**src/cmp_vref_pkg.sv**
```systemverilog
// Package with register map, field layout and shared types for the comparator and reference.
package cmp_vref_pkg;

   localparam int ADDR_W = 4;
   localparam int DATA_W = 8;

   // Register indices; the byte address equals the index on this plain port.
   localparam logic [3:0] OFF_CMP_CTRL  = 4'h0;
   localparam logic [3:0] OFF_VREF_CTRL = 4'h1;
   localparam logic [3:0] OFF_IRQ_CTRL  = 4'h2;
   localparam logic [3:0] OFF_PORT_CFG  = 4'h3;
   localparam logic [3:0] OFF_PORT_DIR  = 4'h4;

   // Comparator control fields.
   localparam int CMP_RES2_BIT = 7;
   localparam int CMP_RES1_BIT = 6;
   localparam int CMP_INV2_BIT = 5;
   localparam int CMP_INV1_BIT = 4;
   localparam int CMP_SWITCH_BIT = 3;
   localparam int CMP_MODE_LSB = 0;
   localparam int CMP_MODE_W = 3;
   localparam logic [2:0] CMP_MODE_OFF = 3'h7;
   localparam logic [2:0] CMP_MODE_INTREF = 3'h6;

   // Reference control fields.
   localparam int VREF_EN_BIT = 7;
   localparam int VREF_OE_BIT = 6;
   localparam int VREF_RANGE_BIT = 5;
   localparam int VREF_SRC_BIT = 4;
   localparam int VREF_LEVEL_LSB = 0;
   localparam int VREF_LEVEL_W = 4;
   localparam logic [7:0] VREF_RESET = 8'h00;

   // Interrupt control fields.
   localparam int IRQ_FLAG_BIT = 0;
   localparam int IRQ_EN_BIT = 1;

   // Port configuration and direction.
   localparam int PCFG_W = 4;
   localparam logic [3:0] PCFG_RESET = 4'h0;
   localparam int REF_PIN_DIR_BIT = 5;
   localparam logic [7:0] PORT_DIR_RESET = 8'hff;

   typedef struct packed {
      logic       enable;
      logic       pinDrive;
      logic       lowRange;
      logic       extSource;
      logic [3:0] level;
   } ladder_ctrl_s;

   typedef struct packed {
      logic [3:0] addr;
      logic [7:0] wdata;
      logic       wr;
      logic       rd;
   } reg_req_s;

endpackage : cmp_vref_pkg

```
**src/change_detect.sv**
```systemverilog
// Edge detector for one comparator result with a registered previous value.
`timescale 1ns/1ps
module change_detect
(
   input  wire logic ref_clk,
   input  wire logic rst,
   input  wire logic clkEn,
   input  wire logic level,
   output logic      changed
);
   logic prev_r;

   always_ff @(posedge ref_clk or posedge rst)
   begin
      if (rst)
         prev_r <= 1'b0;
      else if (clkEn)
         prev_r <= level;
   end

   assign changed = clkEn && (prev_r != level);

endmodule : change_detect

```
**src/pin_role_map.sv**
```systemverilog
// Maps the analog port configuration field onto the four comparator input pins.
`timescale 1ns/1ps
module pin_role_map
(
   input  wire logic [3:0] portCfg,
   output logic [3:0]      analogPins
);
   // Codes at or below a pin's threshold keep it analog; reset code 0 makes all four analog.
   always_comb
   begin
      for (int i = 0; i < 4; i++)
         analogPins[i] = (portCfg <= 4'(11 - i));
   end

endmodule : pin_role_map

```
**src/comparator_vref_control.sv**
```systemverilog
// Register file and digital control for the dual comparator and its reference ladder.
`timescale 1ns/1ps
module comparator_vref_control
(
   input  wire logic                      ref_clk,
   input  wire logic                      rst,
   input  wire logic                      clkEn,
   input  wire logic                      sleeping,
   input  wire logic                      cmpOneRaw,
   input  wire logic                      cmpTwoRaw,
   input  wire cmp_vref_pkg::reg_req_s    regReq,
   output logic [7:0]                     rdData,
   output cmp_vref_pkg::ladder_ctrl_s     ladderCtrl,
   output logic [2:0]                     comparatorModeField,
   output logic                           comparatorInputSwitch,
   output logic                           comparatorsOn,
   output logic                           comparatorOneResult,
   output logic                           comparatorTwoResult,
   output logic                           referenceOutputPinOe_n,
   output logic [3:0]                     analogPins,
   output logic                           wakeReq,
   output logic                           irqReq
);
   typedef struct packed {
      logic [7:0]                 cmpCtrl;
      cmp_vref_pkg::ladder_ctrl_s vref;
      logic                       flag;
      logic                       irqEn;
      logic [3:0]                 portCfg;
      logic [7:0]                 portDir;
      logic [7:0]                 rdData;
      logic                       pinOe_n;
      logic [3:0]                 analogPins;
      logic                       wake;
      logic                       irq;
      logic                       cmpOn;
   } state_s;

   state_s state_r;
   state_s state_nxt;

   logic       oneChg;
   logic       twoChg;
   logic       res1;
   logic       res2;
   logic [3:0] pinRoles;
   logic       wrCmp;
   logic       wrVref;
   logic       wrIrq;
   logic       wrCfg;
   logic       wrDir;
   logic [2:0] modeNow;

   // Inverted results are what software and the change detector see.
   assign res1 = cmpOneRaw ^ state_r.cmpCtrl[cmp_vref_pkg::CMP_INV1_BIT];
   assign res2 = cmpTwoRaw ^ state_r.cmpCtrl[cmp_vref_pkg::CMP_INV2_BIT];

   change_detect u_chgOne
   (
      .ref_clk (ref_clk),
      .rst     (rst),
      .clkEn   (clkEn),
      .level   (res1),
      .changed (oneChg)
   );

   change_detect u_chgTwo
   (
      .ref_clk (ref_clk),
      .rst     (rst),
      .clkEn   (clkEn),
      .level   (res2),
      .changed (twoChg)
   );

   pin_role_map u_pins
   (
      .portCfg    (state_r.portCfg),
      .analogPins (pinRoles)
   );

   assign wrCmp  = regReq.wr && (regReq.addr == cmp_vref_pkg::OFF_CMP_CTRL);
   assign wrVref = regReq.wr && (regReq.addr == cmp_vref_pkg::OFF_VREF_CTRL);
   assign wrIrq  = regReq.wr && (regReq.addr == cmp_vref_pkg::OFF_IRQ_CTRL);
   assign wrCfg  = regReq.wr && (regReq.addr == cmp_vref_pkg::OFF_PORT_CFG);
   assign wrDir  = regReq.wr && (regReq.addr == cmp_vref_pkg::OFF_PORT_DIR);
   assign modeNow = state_r.cmpCtrl[cmp_vref_pkg::CMP_MODE_LSB +: cmp_vref_pkg::CMP_MODE_W];

   always_comb
   begin
      logic modeOff;
      modeOff = 1'b0;
      state_nxt = state_r;
      // Sleep is deliberately not an input to any register update except the wake request.
      if (wrCmp)
      begin
         state_nxt.cmpCtrl[cmp_vref_pkg::CMP_INV2_BIT:0] =
            regReq.wdata[cmp_vref_pkg::CMP_INV2_BIT:0];
      end
      state_nxt.cmpCtrl[cmp_vref_pkg::CMP_RES1_BIT] = res1;
      state_nxt.cmpCtrl[cmp_vref_pkg::CMP_RES2_BIT] = res2;
      if (wrVref)
      begin
         state_nxt.vref = cp_vref(regReq.wdata);
      end
      if (wrIrq)
      begin
         state_nxt.flag  = regReq.wdata[cmp_vref_pkg::IRQ_FLAG_BIT];
         state_nxt.irqEn = regReq.wdata[cmp_vref_pkg::IRQ_EN_BIT];
      end
      if (wrCfg)
      begin
         state_nxt.portCfg = regReq.wdata[cmp_vref_pkg::PCFG_W-1:0];
      end
      if (wrDir)
      begin
         state_nxt.portDir = regReq.wdata;
      end
      modeOff = (modeNow == cmp_vref_pkg::CMP_MODE_OFF);
      // A change wins over a software clear in the same cycle.
      if ((oneChg || twoChg) && !modeOff)
      begin
         state_nxt.flag = 1'b1;
      end
      // Pin drive overrides the direction bit.
      state_nxt.pinOe_n = !(state_nxt.vref.pinDrive ||
                            !state_nxt.portDir[cmp_vref_pkg::REF_PIN_DIR_BIT]);
      state_nxt.analogPins = pinRoles;
      // The power state is registered so that the output comes straight from a flop.
      state_nxt.cmpOn = (state_nxt.cmpCtrl[cmp_vref_pkg::CMP_MODE_LSB +: cmp_vref_pkg::CMP_MODE_W]
                         != cmp_vref_pkg::CMP_MODE_OFF);
      // Comparators run during sleep; the enabled flag wakes the device.
      state_nxt.wake = state_nxt.flag && state_nxt.irqEn && sleeping;
      state_nxt.irq  = state_nxt.flag && state_nxt.irqEn;
      state_nxt.rdData = 8'h00;
      if (regReq.rd)
      begin
         unique case (regReq.addr)
            cmp_vref_pkg::OFF_CMP_CTRL:  state_nxt.rdData = state_r.cmpCtrl;
            cmp_vref_pkg::OFF_VREF_CTRL: state_nxt.rdData = state_r.vref;
            cmp_vref_pkg::OFF_IRQ_CTRL:
               state_nxt.rdData = {6'h00, state_r.irqEn, state_r.flag};
            cmp_vref_pkg::OFF_PORT_CFG:  state_nxt.rdData = {4'h0, state_r.portCfg};
            cmp_vref_pkg::OFF_PORT_DIR:  state_nxt.rdData = state_r.portDir;
            default:                     state_nxt.rdData = 8'h00;
         endcase
      end
   end

   function automatic cmp_vref_pkg::ladder_ctrl_s cp_vref(input logic [7:0] d);
      cmp_vref_pkg::ladder_ctrl_s v;
      v.enable    = d[cmp_vref_pkg::VREF_EN_BIT];
      v.pinDrive  = d[cmp_vref_pkg::VREF_OE_BIT];
      v.lowRange  = d[cmp_vref_pkg::VREF_RANGE_BIT];
      v.extSource = d[cmp_vref_pkg::VREF_SRC_BIT];
      v.level     = d[cmp_vref_pkg::VREF_LEVEL_LSB +: cmp_vref_pkg::VREF_LEVEL_W];
      return v;
   endfunction : cp_vref

   // Reset state: mode off, reference cleared, pins analog, direction all input.
   always_ff @(posedge ref_clk or posedge rst)
   begin
      if (rst)
      begin
         state_r            <= '0;
         state_r.cmpCtrl    <= {5'h00, cmp_vref_pkg::CMP_MODE_OFF};
         state_r.vref       <= cmp_vref_pkg::VREF_RESET;
         state_r.portCfg    <= cmp_vref_pkg::PCFG_RESET;
         state_r.portDir    <= cmp_vref_pkg::PORT_DIR_RESET;
         state_r.pinOe_n    <= 1'b1;
         state_r.analogPins <= '1;
      end
      else if (clkEn)
      begin
         state_r <= state_nxt;
      end
   end

   // Reference fields do not look at comparator state.
   assign ladderCtrl            = state_r.vref;
   assign rdData                = state_r.rdData;
   assign comparatorModeField   = modeNow;
   assign comparatorInputSwitch = state_r.cmpCtrl[cmp_vref_pkg::CMP_SWITCH_BIT];
   assign comparatorsOn         = state_r.cmpOn;
   assign comparatorOneResult   = state_r.cmpCtrl[cmp_vref_pkg::CMP_RES1_BIT];
   assign comparatorTwoResult   = state_r.cmpCtrl[cmp_vref_pkg::CMP_RES2_BIT];
   assign referenceOutputPinOe_n = state_r.pinOe_n;
   assign analogPins            = state_r.analogPins;
   assign wakeReq               = state_r.wake;
   assign irqReq                = state_r.irq;

   property p_vref_write;
      @(posedge ref_clk) disable iff (rst)
      (clkEn && wrVref) |=> (ladderCtrl == $past(regReq.wdata));
   endproperty
   a_vref_write: assert property (p_vref_write) else $error("reference write lost");

   property p_range;
      @(posedge ref_clk) disable iff (rst)
      (clkEn && wrVref) |=>
         (ladderCtrl.lowRange == $past(regReq.wdata[cmp_vref_pkg::VREF_RANGE_BIT]));
   endproperty
   a_range: assert property (p_range) else $error("range bit misplaced");

   property p_flag_set;
      @(posedge ref_clk) disable iff (rst)
      (clkEn && (oneChg || twoChg) && comparatorsOn) |=> state_r.flag;
   endproperty
   a_flag_set: assert property (p_flag_set) else $error("change flag not set");

   property p_sleep_hold;
      @(posedge ref_clk) disable iff (rst)
      (sleeping && !regReq.wr) |=> (ladderCtrl == $past(ladderCtrl)) &&
         (comparatorModeField == $past(comparatorModeField));
   endproperty
   a_sleep_hold: assert property (p_sleep_hold) else $error("control changed in sleep");

   property p_pin_oe;
      @(posedge ref_clk) disable iff (rst)
      (clkEn && wrVref && regReq.wdata[cmp_vref_pkg::VREF_OE_BIT]) |=> !referenceOutputPinOe_n;
   endproperty
   a_pin_oe: assert property (p_pin_oe) else $error("reference pin not driven");

   property p_wake;
      @(posedge ref_clk) disable iff (rst)
      (clkEn && sleeping && state_r.irqEn && (oneChg || twoChg) && comparatorsOn && !wrIrq)
         ##1 (clkEn && sleeping && !wrIrq) |=> wakeReq;
   endproperty
   a_wake: assert property (p_wake) else $error("no wake on change");

   property p_mode_reset;
      @(posedge ref_clk) $fell(rst) |-> (comparatorModeField == cmp_vref_pkg::CMP_MODE_OFF) &&
         (ladderCtrl == cmp_vref_pkg::VREF_RESET) && (&analogPins);
   endproperty
   a_mode_reset: assert property (p_mode_reset) else $error("bad reset state");

   property p_indep;
      @(posedge ref_clk) disable iff (rst)
      (clkEn && wrVref && !comparatorsOn) |=>
         (ladderCtrl.enable == $past(regReq.wdata[cmp_vref_pkg::VREF_EN_BIT]));
   endproperty
   a_indep: assert property (p_indep) else $error("reference tied to comparators");

   // Holds: only a completed write may move a setting, so sleep or a stray strobe cannot.
   property p_cmp_hold;
      @(posedge ref_clk) disable iff (rst)
      !(clkEn && wrCmp) |=> $stable(comparatorModeField) && $stable(comparatorInputSwitch);
   endproperty
   a_cmp_hold: assert property (p_cmp_hold) else $error("comparator control moved");

   property p_vref_hold;
      @(posedge ref_clk) disable iff (rst)
      !(clkEn && wrVref) |=> $stable(ladderCtrl);
   endproperty
   a_vref_hold: assert property (p_vref_hold) else $error("reference control moved");

   property p_level_write;
      @(posedge ref_clk) disable iff (rst)
      (clkEn && wrVref) |=> (ladderCtrl.level ==
         $past(regReq.wdata[cmp_vref_pkg::VREF_LEVEL_LSB +: cmp_vref_pkg::VREF_LEVEL_W]));
   endproperty
   a_level_write: assert property (p_level_write) else $error("level field lost");

   property p_level_read;
      @(posedge ref_clk) disable iff (rst)
      (clkEn && regReq.rd && (regReq.addr == cmp_vref_pkg::OFF_VREF_CTRL)) |=>
         (rdData[cmp_vref_pkg::VREF_LEVEL_LSB +: cmp_vref_pkg::VREF_LEVEL_W] ==
          $past(ladderCtrl.level));
   endproperty
   a_level_read: assert property (p_level_read) else $error("level readback wrong");

   property p_source;
      @(posedge ref_clk) disable iff (rst)
      (clkEn && wrVref) |=>
         (ladderCtrl.extSource == $past(regReq.wdata[cmp_vref_pkg::VREF_SRC_BIT]));
   endproperty
   a_source: assert property (p_source) else $error("source bit misplaced");

   property p_enable;
      @(posedge ref_clk) disable iff (rst)
      (clkEn && wrVref) |=>
         (ladderCtrl.enable == $past(regReq.wdata[cmp_vref_pkg::VREF_EN_BIT]));
   endproperty
   a_enable: assert property (p_enable) else $error("enable bit misplaced");

   property p_pin_release;
      @(posedge ref_clk) disable iff (rst)
      (clkEn && wrVref && !regReq.wdata[cmp_vref_pkg::VREF_OE_BIT] &&
       state_r.portDir[cmp_vref_pkg::REF_PIN_DIR_BIT]) |=> referenceOutputPinOe_n;
   endproperty
   a_pin_release: assert property (p_pin_release) else $error("reference pin left driven");

   property p_on_state;
      @(posedge ref_clk) disable iff (rst)
      comparatorsOn == (comparatorModeField != cmp_vref_pkg::CMP_MODE_OFF);
   endproperty
   a_on_state: assert property (p_on_state) else $error("comparator power state wrong");

   // With both comparators off a result edge is noise and must not raise the flag.
   property p_off_quiet;
      @(posedge ref_clk) disable iff (rst)
      (clkEn && !comparatorsOn && !wrIrq) |=> (state_r.flag == $past(state_r.flag));
   endproperty
   a_off_quiet: assert property (p_off_quiet) else $error("change flagged while off");

   property p_pins_reset;
      @(posedge ref_clk) disable iff (rst)
      (clkEn && (state_r.portCfg == cmp_vref_pkg::PCFG_RESET)) |=> (&analogPins);
   endproperty
   a_pins_reset: assert property (p_pins_reset) else $error("pins not analog");

   property p_wake_awake;
      @(posedge ref_clk) disable iff (rst)
      (clkEn && !sleeping) |=> !wakeReq;
   endproperty
   a_wake_awake: assert property (p_wake_awake) else $error("wake while awake");

   property p_wake_irq;
      @(posedge ref_clk) disable iff (rst)
      wakeReq |-> irqReq;
   endproperty
   a_wake_irq: assert property (p_wake_irq) else $error("wake without interrupt");

   c_wake: cover property (@(posedge ref_clk) disable iff (rst) $rose(wakeReq));
   c_vref: cover property (@(posedge ref_clk) disable iff (rst) clkEn && wrVref);
   c_flag: cover property (@(posedge ref_clk) disable iff (rst) $rose(irqReq));
   c_sleep_chg: cover property (@(posedge ref_clk) disable iff (rst) sleeping && oneChg);
   c_hold: cover property (@(posedge ref_clk) disable iff (rst) !clkEn && regReq.wr);

endmodule : comparator_vref_control

```
**config.mk**
```make
export PLATFORM = sky130hd
export DESIGN_NAME = comparator_vref_control
export DESIGN_NICKNAME = d
export VERILOG_FILES = /design/src/cmp_vref_pkg.sv /design/src/change_detect.sv /design/src/pin_role_map.sv /design/src/comparator_vref_control.sv
export SDC_FILE = /design/constraint.sdc
export NUM_CORES = 1
export LEC_CHECK = 0
export ABC_AREA = 1
export BUFFER_PORTS_ARGS = -buffer_cell sky130_fd_sc_hd__buf_4
export CAP_MARGIN = 5
export CORE_MARGIN = 8
export CORE_UTILIZATION = 59
export DETAILED_ROUTE_END_ITERATION = 8
export GPL_ROUTABILITY_DRIVEN = 1
export PLACE_DENSITY = 0.85
export SLEW_MARGIN = 20
export SYNTH_ARGS = -nofsm -noshare
export SYNTH_HDL_FRONTEND = slang
export SYNTH_SLANG_ARGS = --single-unit
```
**constraint.sdc**
```tcl
create_clock -name ref_clk -period 3.7 [get_ports ref_clk]
set_input_delay 0.37 -clock ref_clk [delete_from_list [all_inputs] [get_ports ref_clk]]
set_output_delay 0.37 -clock ref_clk [all_outputs]
set_load 0.005 [all_outputs]
```
# Word level (Yosys, flattened, before mapping)
# Index checks and enable logic that the tools add are counted.
# word_totals
ramBits	0
word_cells	61
input_bits	20
memories	0
regBits	48
output_inout_bits	30
latch_bits	0
mem_bits_ro	0
# classes
n_reduce_logical	20
bitwise_logic	2
div_mod_pow	0
mux	7
shift	0
mul	0
order_cmp	4
addsub	0
n_eq_ne	8
# op_table
op	count
$pmux W8 S5	1
$le A4 B4 Y1 const B	4
$logic_and A1 B1 Y1	10
$eq A4 B2 Y1 const B	2
$mux W8	1
$reduce_and A2 Y1	4
$mux W7	1
$mux W6	1
$eq A4 B1 Y1 const B	1
$eq A4 B3 Y1 const B	1
$logic_not A4 Y1	1
$eq A3 B3 Y1 const B	1
$logic_not A1 Y1	3
$mux W3	1
$ne A3 B3 Y1 const B	1
$logic_or A1 B1 Y1	2
$mux W2	1
$ne A1 B1 Y1	2
$xor A1 B1 Y1	2
$mux W1	1

# Longest topological paths before layout
# logic_depth
ltp_word	8
mapped_depth	9

# Cells and area by module
# A second synthesis with hierarchy kept.
# unflattened
hier_cells	316
hier_area_um2	2546.2
# by_module_without_submodules
module	seq_area_each_um2	cells_per_inst	instances	area_each_um2
comparator_vref_control	1171.1	288	1	2378.5
change_detect	25.0	9	2	58.8
pin_role_map	0.0	10	1	50.0

# Worst setup path before layout
# No wires, ideal clock.
# synth_path
kind	input port to flip-flop
start	input regReq[11] (netlist bit)
end	register state_r, in the netlist comparatorsOn
cell_stages	8
t_required_ns	3.583
setup_ns	0.117
arrival_ns	1.128
slack_ns	2.455
cell_sequence	nor2_4 > nand2_2 > nor2_2 > nand2_1 > o21ai_0 > nand2_1 > nor2_1 > nor2_1
# synth_between
elab_chain_cells	4
# synth_lines
item	line	source
start, declared	comparator_vref_control.sv:11	input wire cmp_vref_pkg::reg_req_s regReq,
$logic_not A4 Y1	comparator_vref_control.sv:82	assign wrCmp = regReq.wr && (regReq.addr == cmp_vref_pkg::OFF_CMP_CTRL);
$logic_and A1 B1 Y1	comparator_vref_control.sv:82	
$mux W3	comparator_vref_control.sv:95	if (wrCmp)
$ne A3 B3 Y1	comparator_vref_control.sv:131	!= cmp_vref_pkg::CMP_MODE_OFF);
end signal, assigned	comparator_vref_control.sv:175	state_r <= state_nxt;
end, declared	comparator_vref_control.sv:39	state_s state_r;
# Every way passes these cells.
# A chain may end at the register's enable or synchronous reset.

# Worst setup path after layout
# layout_path
start	register state_r, in the netlist comparatorModeField[1]
end	output comparatorModeField[1]
# layout_lines
item	line	source
end, declared	comparator_vref_control.sv:14	output logic [2:0] comparatorModeField,
# No word-level cell between the ends.

==> results.txt <==
grt total ovfl = 0
synthesized area = 0.002457 mm²
Syn Inst Count = 302
Slew HR = 62.50%
Setup Crit Path Kind = reg -> out
Num CTS Buffers = 5
R2R Path Start = comparatorModeField[0]
R2R setup slack = 2.47 ns
Setup WS pre-CTS = 2.164 ns
Critical path destination = comparatorModeField[1]
DRC = 0
share of cells above drive strength 1 = 29.52%
ANT cells = 0
I/O pin count = 50
Synth Register Bits = 46
nets@finish = 351
via count = 2,005
CP Max Fanout = 4
Initial Utilization = 61.43%
Die ar. = 0.006486 mm²
P per Cell Area = 432.2 mW/mm²
Die Span Y = 80.54 µm
width of the die = 80.54 µm
status = finished clean
Multi-input gate area = 952.2 µm²
EDFF count, synth = 0
register area share after synthesis = 47.66%
overall power = 1197 µW
worst path arrival time = 0.99 ns
FF+latch area = 0.001171 mm²
vias in the first global route = 1,921
RSZ-0062 raised after global routing = no
largest net degree at the start of global routing = 47
Yosys top cell area share = 30.55%
Setup Fix Bufs, Post-CTS = 0
slowest CP cell = dfstp_2
initial antenna violation count = 0
actual slew at the worst max-slew pin = 0.5626 ns
Critical Path End Type = output pin
Leak = 0.001422 µW
RePlAce Congestion = 0.9113
clk_lat worst skew = 0.30 ns
Final Worst Setup Slack = 2.339 ns
period utilisation layout = 36.77%
final slew viol count = 0
reg2reg end = state_r[29]
Initial DRC Count = 155
# rows = 23
gr usage total = 18.28%
Max Clock Skew = 0.006808 ns
CP max stage delay = 0.57 ns
crit-path cells = buf_4
root buf cell = clkbuf_8
htree depth = 2
class of the worst hold path = in -> async
TritonCTS clock tree = done
VDD IR-drop max = 0.2831 mV
setup TNS = 0 ns
Layout area overhead = 12.73%
WHS = 0.2037 ns
Synth async-reset ratio = 100.0%
First-pass DRT Iterations = 4
Post-Syn Nets = 322
IO Port Bufs = 49
hpwl dp = 4251 µm
Crit path buffers/inverters = 1
WP depth = 1
Reg2Reg Depth = 7
cell family with the largest share of critical-path delay = flip-flops
post-synth top area cell = dfrtp_1
Peak Freq = 735.0 MHz
antenna violation net count after detailed routing = 0
Post-Layout Cell Count = 382
crit path from = comparatorModeField[1]
post_cts resized = 0
max-cap violations = 0
Clock Sinks = 46
first-pass GRT wire length = 9197 µm
wire length per cell = 14.52 µm
Critical Path Start Type = flop
minimum clock period after layout = 1.361 ns
core area = 0.004000 mm²
vias per cell = 5.249
Max clock buf depth = 2
number of buffers inserted by hold repair at cts = 0
Clk pin slew, worst setup/hold paths = 0.08 ns
Area contributors post-synth = dfrtp_1 31%, dfstp_2 17%, nand2_1 15%
# fillers = 344
Placed Cells = 374
Final Setup Violations = 0
WP data required = 3.33 ns
Post-Route WL = 5546 µm
yosys warns = 0
top_reg_cell synth = dfrtp_1
Avg Cell Area, Syn = 8.137 µm²
Final Hold Viols = 0
post-synth cell types = 27
per-layer routing:
layer	GRT usage [%]	share of wire, %	vias up
li1	-	-	1000
met1	24.40	45	932
met2	27.43	46	62
met3	4.688	7.0	11
met4	7.455	1.9	0
met5	0	0	-
area by class of cell:
| cell class | instances | share of cell area [%] |
|---|---|---|
| sequential | 46 | 42.28 |
| timing repair buffer | 50 | 13.55 |
| clock buffer | 6 | 2.620 |
| inverter | 33 | 4.562 |
| multi-input combinational | 195 | 34.37 |
| tap | 50 | 2.258 |
| clock inverter | 2 | 0.3613 |
through the flow:
step,util [%],area (µm²)
6_report,69.25,2770
5_1_grt,69.25,2770
4_1_cts,69.25,2770
3_5_place_dp,67.19,2688
3_3_place_gp,67.19,2688
2_1_floorplan,-,2457
placed cells by master (no fill, tap or decap), drive strengths merged, types with 3 or more instances in the layout:
master,n
nand2,106
buf,50
o21ai,46
inv,32
dfrtp,30
nand3,21
dfstp,16
nor2,13
clkbuf,6
clkinv,3
worst min path at each step:
stage	slack (ns)	cells past startpoint	endpoint	from
2_1_floorplan	0.45	2	analogPins[0]	analogPins[0]
3_3_place_gp	0.46	2	analogPins[0]	analogPins[0]
3_5_place_dp	0.46	2	analogPins[0]	analogPins[0]
4_1_cts	0.23	3	comparatorsOn	rst
5_1_grt	0.26	3	ladderCtrl[2]	rst
6_report	0.20	3	state_r[43]	rst
synthesized netlist by cell type, types with 3 or more instances:
master   instances
nor2_1           8
nand3_1         21
o21ai_2          9
nand2_1        100
inv_2            3
dfrtp_1         30
o21ai_1         13
nand2_2          4
inv_1           29
buf_4           23
nor2_4           4
dfstp_2         16
o21ai_0         24
cells by family (layout without fill, tap and decap cells):
logic type | Yosys count | in the layout | share of synthesized area [%]
simple gates | 141 | 141 | 25.10
buf+inv | 61 | 91 | 13.59
compound gates | 54 | 54 | 13.65
flops | 46 | 46 | 47.66
state kept, by name, summed over array words and instances, names as in the netlist:
| register | cells |
|---|---|
| irqReq | 1 |
| state_r | 16 |
| comparatorOneResult | 1 |
| comparatorModeField | 3 |
| analogPins | 4 |
| rdData | 8 |
| comparatorInputSwitch | 1 |
| u_chgTwo.prev_r | 1 |
| comparatorsOn | 1 |
| ladderCtrl | 8 |
| referenceOutputPinOe_n | 1 |
| wakeReq | 1 |
report_power, final:
group          total (µW)  leakage (µW)  internal, µW  switching [µW]
logic                 251      0.000820           116             135
clock network         295     0.0000450           131             164
registers             651      0.000556           595            55.7
total                1200       0.00142           842             355
Note: power is estimated with default switching activity, not from simulation.
